**config.mk**
```make
export PLATFORM = sky130hd
export DESIGN_NAME = prt_timer
export DESIGN_NICKNAME = d
export VERILOG_FILES = /design/src/prt_pkg.sv /design/src/prt_timer.sv
export SDC_FILE = /design/constraint.sdc
export NUM_CORES = 1
export LEC_CHECK = 0
export BUFFER_PORTS_ARGS = -buffer_cell sky130_fd_sc_hd__buf_2
export CAP_MARGIN = 20
export CORE_MARGIN = 2
export CORE_UTILIZATION = 40
export CTS_CLUSTER_SIZE = 16
export DETAILED_ROUTE_END_ITERATION = 12
export PLACE_DENSITY = 0.63
export SLEW_MARGIN = 25
export SYNTH_ARGS = -nofsm -noshare
export SYNTH_HDL_FRONTEND = slang
export SYNTH_SLANG_ARGS = --single-unit
```
**constraint.sdc**
```tcl
create_clock -name pclk -period 3.4 [get_ports pclk]
set_clock_uncertainty 0.1 [all_clocks]
set_input_delay 0.51 -clock pclk [delete_from_list [all_inputs] [get_ports pclk]]
set_output_delay 0.51 -clock pclk [all_outputs]
set_load 0.05 [all_outputs]
```
**src/prt_pkg.sv**
```systemverilog
// constants, register indices and field carriers of the programmable reload timer
// assumes a 32-bit apb master; every register index is scaled by four into a byte address
package prt_pkg;

  // ****************************************
  // register indices (byte address = index * 4)
  // ****************************************
  localparam logic [15:0] IDX_MODE = 16'hffc0;
  localparam logic [15:0] IDX_PULSE = 16'hffc1;
  localparam logic [15:0] IDX_CKSEL = 16'hffc2;
  localparam logic [15:0] IDX_CTL0 = 16'hffc3;
  localparam logic [15:0] IDX_RLD0 = 16'hffc6;
  localparam logic [15:0] IDX_CNT0 = 16'hffcc;
  localparam logic [15:0] IDX_PORT = 16'hffd4;
  localparam logic [15:0] IDX_MASK = 16'hffe1;
  localparam logic [15:0] IDX_FLAG = 16'hfff1;
  localparam int ADDR_LSB = 2;

  // ****************************************
  // reset values
  // ****************************************
  localparam logic [3:0] MODE_RST = 4'h0;
  localparam logic PORT_DATA_RST = 1'b1;
  localparam logic PORT_HIZ_RST = 1'b0;

  // ****************************************
  // prescaler division masks, ratio codes 00/01/10/11
  // ****************************************
  localparam logic [7:0] DIV_MASK_1 = 8'h00;
  localparam logic [7:0] DIV_MASK_4 = 8'h03;
  localparam logic [7:0] DIV_MASK_32 = 8'h1f;
  localparam logic [7:0] DIV_MASK_256 = 8'hff;

  // ****************************************
  // noise rejector timing
  // ****************************************
  localparam int LS_OSC_HZ = 32768;
  localparam int NR_SAMPLE_HZ = 2048;
  localparam int NR_DIV = LS_OSC_HZ / NR_SAMPLE_HZ;
  localparam logic [3:0] NR_DIV_LAST = 4'(NR_DIV - 1);
  localparam int NR_FALLS = 2;

  typedef struct packed {
    logic cascade_mode_bit;
    logic event_mode_bit;
    logic noise_reject_enable;
    logic event_edge_polarity;
  } prt_mode_type;

  typedef struct packed {
    logic [1:0] prescaler_ratio_field;
    logic timer_run_bit;
  } prt_ctl_type;

  typedef struct packed {
    logic [1:0] pulse_source_select;
    logic pulse_output_enable;
  } prt_pulse_type;

endpackage : prt_pkg

```
**src/prt_timer.sv**
```systemverilog
// three 8-bit reload down counters with prescalers, event input, cascade, flags and pulse output
// assumes apb master on pclk; oscillator and pin inputs already synchronous to pclk
//
// The implementer's own choice: the APB slave port.
`timescale 1ns/1ps

module prt_timer #(
  parameter int ADDR_W = 18,
  parameter int CNT_W = 8
) (
  input wire logic pclk,
  input wire logic presetn,
  input wire logic psel,
  input wire logic penable,
  input wire logic pwrite,
  input wire logic [ADDR_W-1:0] paddr,
  input wire logic [31:0] pwdata,
  output logic [31:0] prdata,
  output logic pready,
  output logic pslverr,
  input wire logic low_speed_osc,
  input wire logic high_speed_osc,
  input wire logic external_count_pin,
  output logic timer_pulse_output,
  output logic timer_pulse_oe_n,
  output logic serial_clk,
  output logic underflow_irq
);

  localparam int NT = 3;

  // ****************************************
  // elaboration checks
  // ****************************************
  if (CNT_W != 8) begin : g_bad_width
    $error("prt_timer supports only 8-bit counters");
  end
  if (ADDR_W < 18) begin : g_bad_addr
    $error("prt_timer needs at least 18 address bits");
  end

  // ****************************************
  // registers and wires
  // ****************************************
  prt_pkg::prt_mode_type mode_q;
  prt_pkg::prt_pulse_type pulse_q;
  // per-timer state unpacked, so each timer's process alone drives its own entries
  prt_pkg::prt_ctl_type ctl_q [NT];
  logic [NT-1:0] cksel_q;
  logic [CNT_W-1:0] rld_q [NT];
  logic [CNT_W-1:0] cnt_q [NT];
  logic [CNT_W-1:0] pre_q [NT];
  logic [3:0] hold_q [NT];
  logic hold_valid_q [NT];
  logic [NT-1:0] mask_q;
  logic [NT-1:0] flag_q;
  logic port_data_q;
  logic port_hiz_q;
  logic pready_q;
  logic pslverr_q;
  logic [31:0] prdata_q;
  logic ls_prev_q;
  logic hs_prev_q;
  logic [3:0] nr_div_q;
  logic nr_level_q;
  logic [1:0] nr_cnt_q;
  logic ev_prev_q;
  logic timer_pulse_output_q;
  logic ser_q;
  logic pin_q;
  logic oe_n_q;
  logic irq_q;

  logic [NT-1:0] pre_tick;
  logic [NT-1:0] cnt_tick;
  logic [NT-1:0] uf;
  logic [NT-1:0] flag_set;
  logic [3:0] rd_nib;
  logic rd_hit;

  // ****************************************
  // apb decode
  // ****************************************
  wire logic [15:0] idx = paddr[prt_pkg::ADDR_LSB +: 16];
  // offsets cut to the width of a timer number
  wire logic [1:0] ctl_sel = 2'(idx - prt_pkg::IDX_CTL0);
  wire logic [1:0] rld_sel = 2'((idx - prt_pkg::IDX_RLD0) >> 1);
  wire logic [1:0] cnt_sel = 2'((idx - prt_pkg::IDX_CNT0) >> 1);
  // answer is prepared in the first access cycle, pready follows one cycle later
  wire logic acc_first = psel & penable & ~pready_q;
  wire logic acc_done = psel & penable & pready_q;
  wire logic wr_en = acc_done & pwrite;
  wire logic rd_first = acc_first & ~pwrite;
  wire logic [3:0] wnib = pwdata[3:0];
  wire logic wr_mode = wr_en && idx == prt_pkg::IDX_MODE;
  wire logic wr_pulse = wr_en && idx == prt_pkg::IDX_PULSE;
  wire logic wr_cksel = wr_en && idx == prt_pkg::IDX_CKSEL;
  wire logic wr_port = wr_en && idx == prt_pkg::IDX_PORT;
  wire logic wr_mask = wr_en && idx == prt_pkg::IDX_MASK;
  wire logic wr_flag = wr_en && idx == prt_pkg::IDX_FLAG;

  // ****************************************
  // clock sources and noise rejector
  // ****************************************
  wire logic ls_tick = low_speed_osc & ~ls_prev_q;
  wire logic hs_tick = high_speed_osc & ~hs_prev_q;
  wire logic nr_fall = ls_tick && nr_div_q == prt_pkg::NR_DIV_LAST;
  // level must stay changed across two sampling falls, so short glitches never reach the counter
  wire logic ev_level = mode_q.noise_reject_enable ? nr_level_q : external_count_pin;
  // edge taken against last cycle's level; the pin is assumed already synchronous
  wire logic ev_edge = mode_q.event_edge_polarity ? (ev_level & ~ev_prev_q)
                                                  : (~ev_level & ev_prev_q);

  always_ff @(posedge pclk or negedge presetn) begin
    if (!presetn) begin
      ls_prev_q <= 1'b0;
      hs_prev_q <= 1'b0;
      nr_div_q <= 4'h0;
      nr_level_q <= 1'b0;
      nr_cnt_q <= 2'h0;
      ev_prev_q <= 1'b0;
    end else begin
      ls_prev_q <= low_speed_osc;
      hs_prev_q <= high_speed_osc;
      nr_div_q <= ls_tick ? nr_div_q + 4'h1 : nr_div_q;
      ev_prev_q <= ev_level;
      // sampler tracks the pin in every mode, so turning rejection on needs no warm-up
      if (external_count_pin == nr_level_q) begin
        nr_cnt_q <= 2'h0;
      end else if (nr_fall) begin
        if (nr_cnt_q == 2'(prt_pkg::NR_FALLS - 1)) begin
          nr_level_q <= external_count_pin;
          nr_cnt_q <= 2'h0;
        end else begin
          nr_cnt_q <= nr_cnt_q + 2'h1;
        end
      end
    end
  end

  // ****************************************
  // count clock selection
  // ****************************************
  assign cnt_tick[0] = ctl_q[0].timer_run_bit & (mode_q.event_mode_bit ? ev_edge : pre_tick[0]);
  // in cascade timer 1 ignores its own run bit and prescaler
  assign cnt_tick[1] = mode_q.cascade_mode_bit ? uf[0] : pre_tick[1];
  assign cnt_tick[2] = pre_tick[2];
  assign flag_set = {uf[2], uf[1], uf[0] & ~mode_q.cascade_mode_bit};

  // ****************************************
  // per-timer prescaler, counter and readback hold
  // ****************************************
  for (genvar t = 0; t < NT; t++) begin : g_tmr
    wire logic run = ctl_q[t].timer_run_bit;
    wire logic src_tick = cksel_q[t] ? hs_tick : ls_tick;
    wire logic [1:0] ratio = ctl_q[t].prescaler_ratio_field;
    wire logic [CNT_W-1:0] dmask = (ratio == 2'h3) ? prt_pkg::DIV_MASK_256 :
                                   (ratio == 2'h2) ? prt_pkg::DIV_MASK_32 :
                                   (ratio == 2'h1) ? prt_pkg::DIV_MASK_4 : prt_pkg::DIV_MASK_1;
    wire logic wr_ctl = wr_en && idx == 16'(prt_pkg::IDX_CTL0 + t);
    wire logic wr_rlo = wr_en && idx == 16'(prt_pkg::IDX_RLD0 + 2 * t);
    wire logic wr_rhi = wr_en && idx == 16'(prt_pkg::IDX_RLD0 + 2 * t + 1);
    wire logic rd_clo = rd_first && idx == 16'(prt_pkg::IDX_CNT0 + 2 * t);
    wire logic rd_chi = rd_first && idx == 16'(prt_pkg::IDX_CNT0 + 2 * t + 1);
    wire logic strobe = wr_ctl & pwdata[1];

    assign pre_tick[t] = run & src_tick & ((pre_q[t] & dmask) == dmask);
    assign uf[t] = cnt_tick[t] && cnt_q[t] == '0;

    always_ff @(posedge pclk or negedge presetn) begin
      if (!presetn) begin
        ctl_q[t] <= '0;
        rld_q[t] <= '0;
        cnt_q[t] <= '0;
        pre_q[t] <= '0;
        hold_q[t] <= 4'h0;
        hold_valid_q[t] <= 1'b0;
      end else begin
        if (wr_ctl) begin
          ctl_q[t] <= {wnib[3:2], wnib[0]};
        end
        if (wr_rlo) begin
          rld_q[t][3:0] <= wnib;
        end
        if (wr_rhi) begin
          rld_q[t][7:4] <= wnib;
        end
        // cleared while stopped, so a restart begins a full division period
        pre_q[t] <= !run ? '0 : (src_tick ? pre_q[t] + 8'h01 : pre_q[t]);
        // reload strobe wins over an underflow or a count in the same cycle
        if (strobe) begin
          cnt_q[t] <= rld_q[t];
        end else if (uf[t]) begin
          cnt_q[t] <= rld_q[t];
        end else if (cnt_tick[t]) begin
          cnt_q[t] <= cnt_q[t] - 8'h01;
        end
        // a high read with no low read first returns the live nibble
        if (rd_clo) begin
          hold_q[t] <= cnt_q[t][7:4];
          hold_valid_q[t] <= 1'b1;
        end else if (rd_chi) begin
          hold_valid_q[t] <= 1'b0;
        end
      end
    end
  end

  // ****************************************
  // read mux
  // ****************************************
  always_comb begin
    rd_nib = 4'h0;
    rd_hit = 1'b1;
    if (idx == prt_pkg::IDX_MODE) begin
      rd_nib = mode_q;
    end else if (idx == prt_pkg::IDX_PULSE) begin
      rd_nib = {1'b0, pulse_q};
    end else if (idx == prt_pkg::IDX_CKSEL) begin
      rd_nib = {1'b0, cksel_q};
    end else if (idx >= prt_pkg::IDX_CTL0 && idx < prt_pkg::IDX_RLD0) begin
      // strobe reads as zero
      rd_nib = {ctl_q[ctl_sel].prescaler_ratio_field, 1'b0,
                ctl_q[ctl_sel].timer_run_bit};
    end else if (idx >= prt_pkg::IDX_RLD0 && idx < prt_pkg::IDX_CNT0) begin
      rd_nib = idx[0] ? rld_q[rld_sel][7:4] : rld_q[rld_sel][3:0];
    end else if (idx >= prt_pkg::IDX_CNT0 && idx < 16'(prt_pkg::IDX_CNT0 + 2 * NT)) begin
      if (!idx[0]) begin
        rd_nib = cnt_q[cnt_sel][3:0];
      end else if (hold_valid_q[cnt_sel]) begin
        rd_nib = hold_q[cnt_sel];
      end else begin
        rd_nib = cnt_q[cnt_sel][7:4];
      end
    end else if (idx == prt_pkg::IDX_PORT) begin
      rd_nib = {2'h0, port_hiz_q, port_data_q};
    end else if (idx == prt_pkg::IDX_MASK) begin
      rd_nib = {1'b0, mask_q};
    end else if (idx == prt_pkg::IDX_FLAG) begin
      rd_nib = {1'b0, flag_q};
    end else begin
      rd_hit = 1'b0;
    end
  end

  // ****************************************
  // shared control, flags, apb answer
  // ****************************************
  always_ff @(posedge pclk or negedge presetn) begin
    if (!presetn) begin
      mode_q <= prt_pkg::MODE_RST;
      pulse_q <= '0;
      cksel_q <= '0;
      mask_q <= '0;
      flag_q <= '0;
      port_data_q <= prt_pkg::PORT_DATA_RST;
      port_hiz_q <= prt_pkg::PORT_HIZ_RST;
      pready_q <= 1'b0;
      pslverr_q <= 1'b0;
      prdata_q <= 32'h0000_0000;
    end else begin
      if (wr_mode) begin
        mode_q <= wnib;
      end
      if (wr_pulse) begin
        pulse_q <= wnib[2:0];
      end
      if (wr_cksel) begin
        cksel_q <= wnib[2:0];
      end
      if (wr_mask) begin
        mask_q <= wnib[2:0];
      end
      if (wr_port) begin
        port_data_q <= wnib[0];
        port_hiz_q <= wnib[1];
      end
      // a new underflow beats a simultaneous write-one clear
      flag_q <= flag_set | (flag_q & ~(wr_flag ? wnib[2:0] : 3'h0));
      pready_q <= acc_first;
      pslverr_q <= acc_first & ~rd_hit;
      prdata_q <= (acc_first & ~pwrite) ? {28'h0000000, rd_nib} : 32'h0000_0000;
    end
  end

  // ****************************************
  // pulse, serial clock and interrupt
  // ****************************************
  wire logic [1:0] psel_src = pulse_q.pulse_source_select;
  wire logic sel_uf = psel_src[1] ? uf[2] : (psel_src[0] ? uf[1] : uf[0]);

  always_ff @(posedge pclk or negedge presetn) begin
    if (!presetn) begin
      timer_pulse_output_q <= 1'b0;
      ser_q <= 1'b0;
      pin_q <= 1'b1;
      oe_n_q <= 1'b1;
      irq_q <= 1'b0;
    end else begin
      timer_pulse_output_q <= timer_pulse_output_q ^ sel_uf;
      // serial clock needs no pulse output enable, only timer 2 running
      ser_q <= ser_q ^ (uf[2] & ctl_q[2].timer_run_bit);
      // gating ignores pulse phase, so switching can cut a half period short
      pin_q <= pulse_q.pulse_output_enable ? timer_pulse_output_q : port_data_q;
      oe_n_q <= port_hiz_q;
      // request trails the flag by a cycle; the mask never holds the flag back
      irq_q <= |(flag_q & mask_q);
    end
  end

  assign prdata = prdata_q;
  assign pready = pready_q;
  assign pslverr = pslverr_q;
  assign timer_pulse_output = pin_q;
  assign timer_pulse_oe_n = oe_n_q;
  assign serial_clk = ser_q;
  assign underflow_irq = irq_q;

endmodule : prt_timer

```
==> impl_metrics.yaml <==
outcome:
  status: "finished clean"
power_and_ir_drop:
  p_per_area_nw_per_um2: 508
  leakage_nw: 3.96
  power_frac_comb_pct: 14.0
  finalPower_mw: 4.44
  power.switching_mw: 1.21
  pwr-share-seq_pct: 42.0
  ir_drop_mv: 0.253
  p_clk_share_pct: 44.0
  switching_share_pct: 27.3
  p_int_mw: 3.22
timing:
  worst_slew_pin_slew_ns: 0.841
  finalMaxSlewViolations: 0
  fin_crit_sh_pct: 96.6
  max_slew_margin_pct: 43.9
  fmax_mhz: 304
  rsz0062_at_grt: "false"
  setup_viol: 0
  final_hold_viol_count: 0
  worst_slack_ns: 0.115
  post-route-min-period_ns: 3.29
  fin_tns_setup_ns: 0
final_layout:
  fill_cells: 1737
  drive_above_1_share_pct: 22.3
  final_cell_area_um2: 8730
  areaGrowthSynthToFinish_pct: 14.1
  fin_nets: 886
  antennaDiodeCount: 0
  multiInputGateArea_um2: 3990
  register_area_um2: 3380
placement:
  gp_congestion: 0.886
  dpl.hpwl_um: 13600
  preCtsSetupSlack_ns: 0.133
  port_buffers: 37
  post_dp_cell_area_um2: 8090
route:
  drt_wl_total_um: 19300
  route.detailed.drc: 0
  postRouteAntennaNets: 0
  vias: 5987
  wl_per_cell_um: 18.1
  dr.pass1.iters: 6
  drt_iter0_drc: 437
  vias_per_cell: 5.63
synthesis:
  ys_types: 67
  synth_enable_flop_cells: 0
  yosysSeqAreaShare_pct: 44.2
  yosys_warnings: 0
  synth_xor_area_share_pct: 3.09
  synth_top_flop_cell: "dfrtp_1"
  synth_top_family_by_area: "simple AND/OR/NAND/NOR gates"
  synthCells: 769
  async_flop_share_pct: 100
  netlist_area_um2: 7650
  synth-compound-area-share_pct: 12.8
  synth.area.mux_share_pct: 13.9
  synth-simple-area-share_pct: 18.7
  syn_avg_cell_area_um2: 9.95
  synth_seq_cells: 135
  yosys.area_share.adder_pct: 1.96
worst_setup_path:
  crit_required_ns: 3.66
  startpoint_type: "flop"
  crit_type: "flop to flop"
  arrival_ns: 3.55
  endpoint_kind: "flop"
  max_stage_delay_ns: 0.52
  critPathMaxFanout: 5
  crit_top_cell: "or4b_4"
  rr_startpoint: "cnt_q[16]"
  worstPathCellList: "inv_1 > ha_4 > or4b_4 > nor2_2 > or4b_4 > o32a_4 > or4b_4 > or3_1 > nand3_1"
  crit_slowest_cell: "or4b_4"
  cp-startpoint: "cnt_q[16]"
die:
  die_w_um: 142
  rows: 50
  fp.dieArea_um2: 20200
  core-area_um2: 18700
  initial_core_util_pct: 40.9
  top_level_ports: 96
  die_h_um: 142
global_route:
  grt_pass1_vias: 5726
  grt_pass1_wl_um: 30700
  grtUsageTotal_pct: 19.9
  grt_max_degree: 89
  grt_overflow: 0
  antenna_found_initial: 0
clocking:
  cts_max_level: 4
  clock-sinks: 135
  clock-root-buffer: "clkbuf_16"
  cts_made_buffers: 17
  cts_tree: "done"
  cts.path.max_buffers: 2
  cts-hold-fix-buffers: 0
  clock_latency_ns: 0.43
  cts.clk_slew.worst_paths_ns: 0.06
job:
  drv_cap: 0
min_path:
  hold_class: "input port to asynchronous set/reset pin"
==> metal layers <==
| layer | global-route usage [%] | routed length, um | part of all wire, % | vias to the layer above |
|---|---|---|---|---|
| met1 | 28.4 | 9360 | 49 | 2945 |
| met3 | 4.21 | 880 | 4.6 | 33 |
| met2 | 29.6 | 8630 | 45 | 172 |
| met5 | 0 | 0 | 0 | - |
| li1 | - | - | - | 2837 |
| met4 | 7.47 | 410 | 2.1 | 0 |
==> power by group through the flow <==
stage                     sequential, mW  clock [mW]  combinational, mW
after floorplan                     1.86           0              0.427
after global placement              1.88           0              0.586
after detailed placement            1.88           0              0.597
after CTS                           1.86        1.98              0.602
after global routing                1.88        2.06              0.691
final                               1.86        1.95              0.621
==> cells in the mapped netlist (all sizes together), types with 13 or more instances <==
cell	count	area share, %
a21oi	39	2.6
and2	19	1.6
buf	33	3.0
clkbuf	28	1.4
dfrtp	132	43
inv	18	0.88
mux2	74	11
mux2i	14	1.8
nand2	75	3.7
nand3	35	2.3
nand4	21	1.7
nor2	36	1.8
nor3	15	0.98
o21ai	52	3.4
or3	13	1.1
xnor2	17	1.9
==> what timing repair did <==
action / CTS / global route
gates resized for setup: 0 / 3
endpoints found under the setup margin: 0 / 2
setup buffers: 0 / 0
==> critical path: cells and delay by family (launching register included) <==
| kind | cells | cell delay, ns |
|---|---|---|
| fa+ha+maj | 1 | 0.18 |
| flops | 1 | 0.39 |
| compound gates | 1 | 0.35 |
| buf+inv | 1 | 0.16 |
| simple gates | 6 | 2.05 |
==> final cells by class <==
cell class / count / area share, %
clock inverters: 8 / 1.69
inverters: 19 / 0.817
multi-input cells: 581 / 45.6
repair buffers: 62 / 4.34
well taps: 234 / 3.35
clock buffers: 24 / 5.40
flip-flops and latches: 135 / 38.7
==> metrics by stage <==
stage	utilization (%)	std cells	hold slack, ns
final	46.7	1063	0.0626
after global routing	46.7	1063	0.118
after CTS	46.6	1063	0.103
after detailed placement	43.3	1031	0.307
after global placement	43.3	1031	0.306
after floorplan	-	796	0.114
==> registers in the layout, indices dropped and copies added (netlist names), 4 cells and up <==
name	cells
nr_div_q	4
prdata	4
mode_q	4
pre_q	24
hold_q	12
cnt_q	24
g_tmr.ratio	6
rld_q	24
==> cell usage in the layout, fill, tap and decap left out, types with 7 or more instances in the layout <==
| cell | count |
|---|---|
| dfrtp_1 | 132 |
| nand2_1 | 75 |
| mux2_2 | 74 |
| o21ai_0 | 49 |
| a21oi_1 | 39 |
| buf_2 | 36 |
| nor2_1 | 35 |
| nand3_1 | 35 |
| conb_1 | 28 |
| buf_4 | 25 |
| nand4_1 | 21 |
| and2_1 | 19 |
| inv_1 | 18 |
| xnor2_1 | 17 |
| clkbuf_16 | 17 |
| nor3_1 | 15 |
| mux2i_1 | 14 |
| or3_1 | 12 |
| nor2b_1 | 11 |
| ha_1 | 11 |
| nand2b_1 | 10 |
| xor2_1 | 10 |
| and4_1 | 7 |
| a211oi_1 | 7 |
| and3_1 | 7 |
==> cells by family (layout without fill, tap and decap cells) <==
| group | count (synthesis) | after routing |
|---|---|---|
| AND/OR/NAND/NOR | 272 | 272 |
| AO/OA/AOI/OAI | 150 | 150 |
| flip-flops | 135 | 135 |
| multiplexers | 92 | 92 |
| buffers and inverters | 80 | 113 |
| XOR/XNOR | 27 | 27 |
| adder cells (fa/ha/maj) | 12 | 12 |
| other | 1 | 28 |
==> path summary, 6_finish.rpt <==
path | to | slack, ns | cells past startpoint
max in group asynchronous | ls_prev_q | 2.32 | 2
worst min register to register | timer_pulse_oe_n | 0.33 | 0
worst max-delay path | cnt_q[15] | 0.11 | 9
worst min-delay path | cnt_q[17] | 0.06 | 1
min in group pclk | ls_prev_q | 0.13 | 1
worst max register to register | cnt_q[15] | 0.11 | 9
No activity file was read; power rests on OpenSTA's default activity.
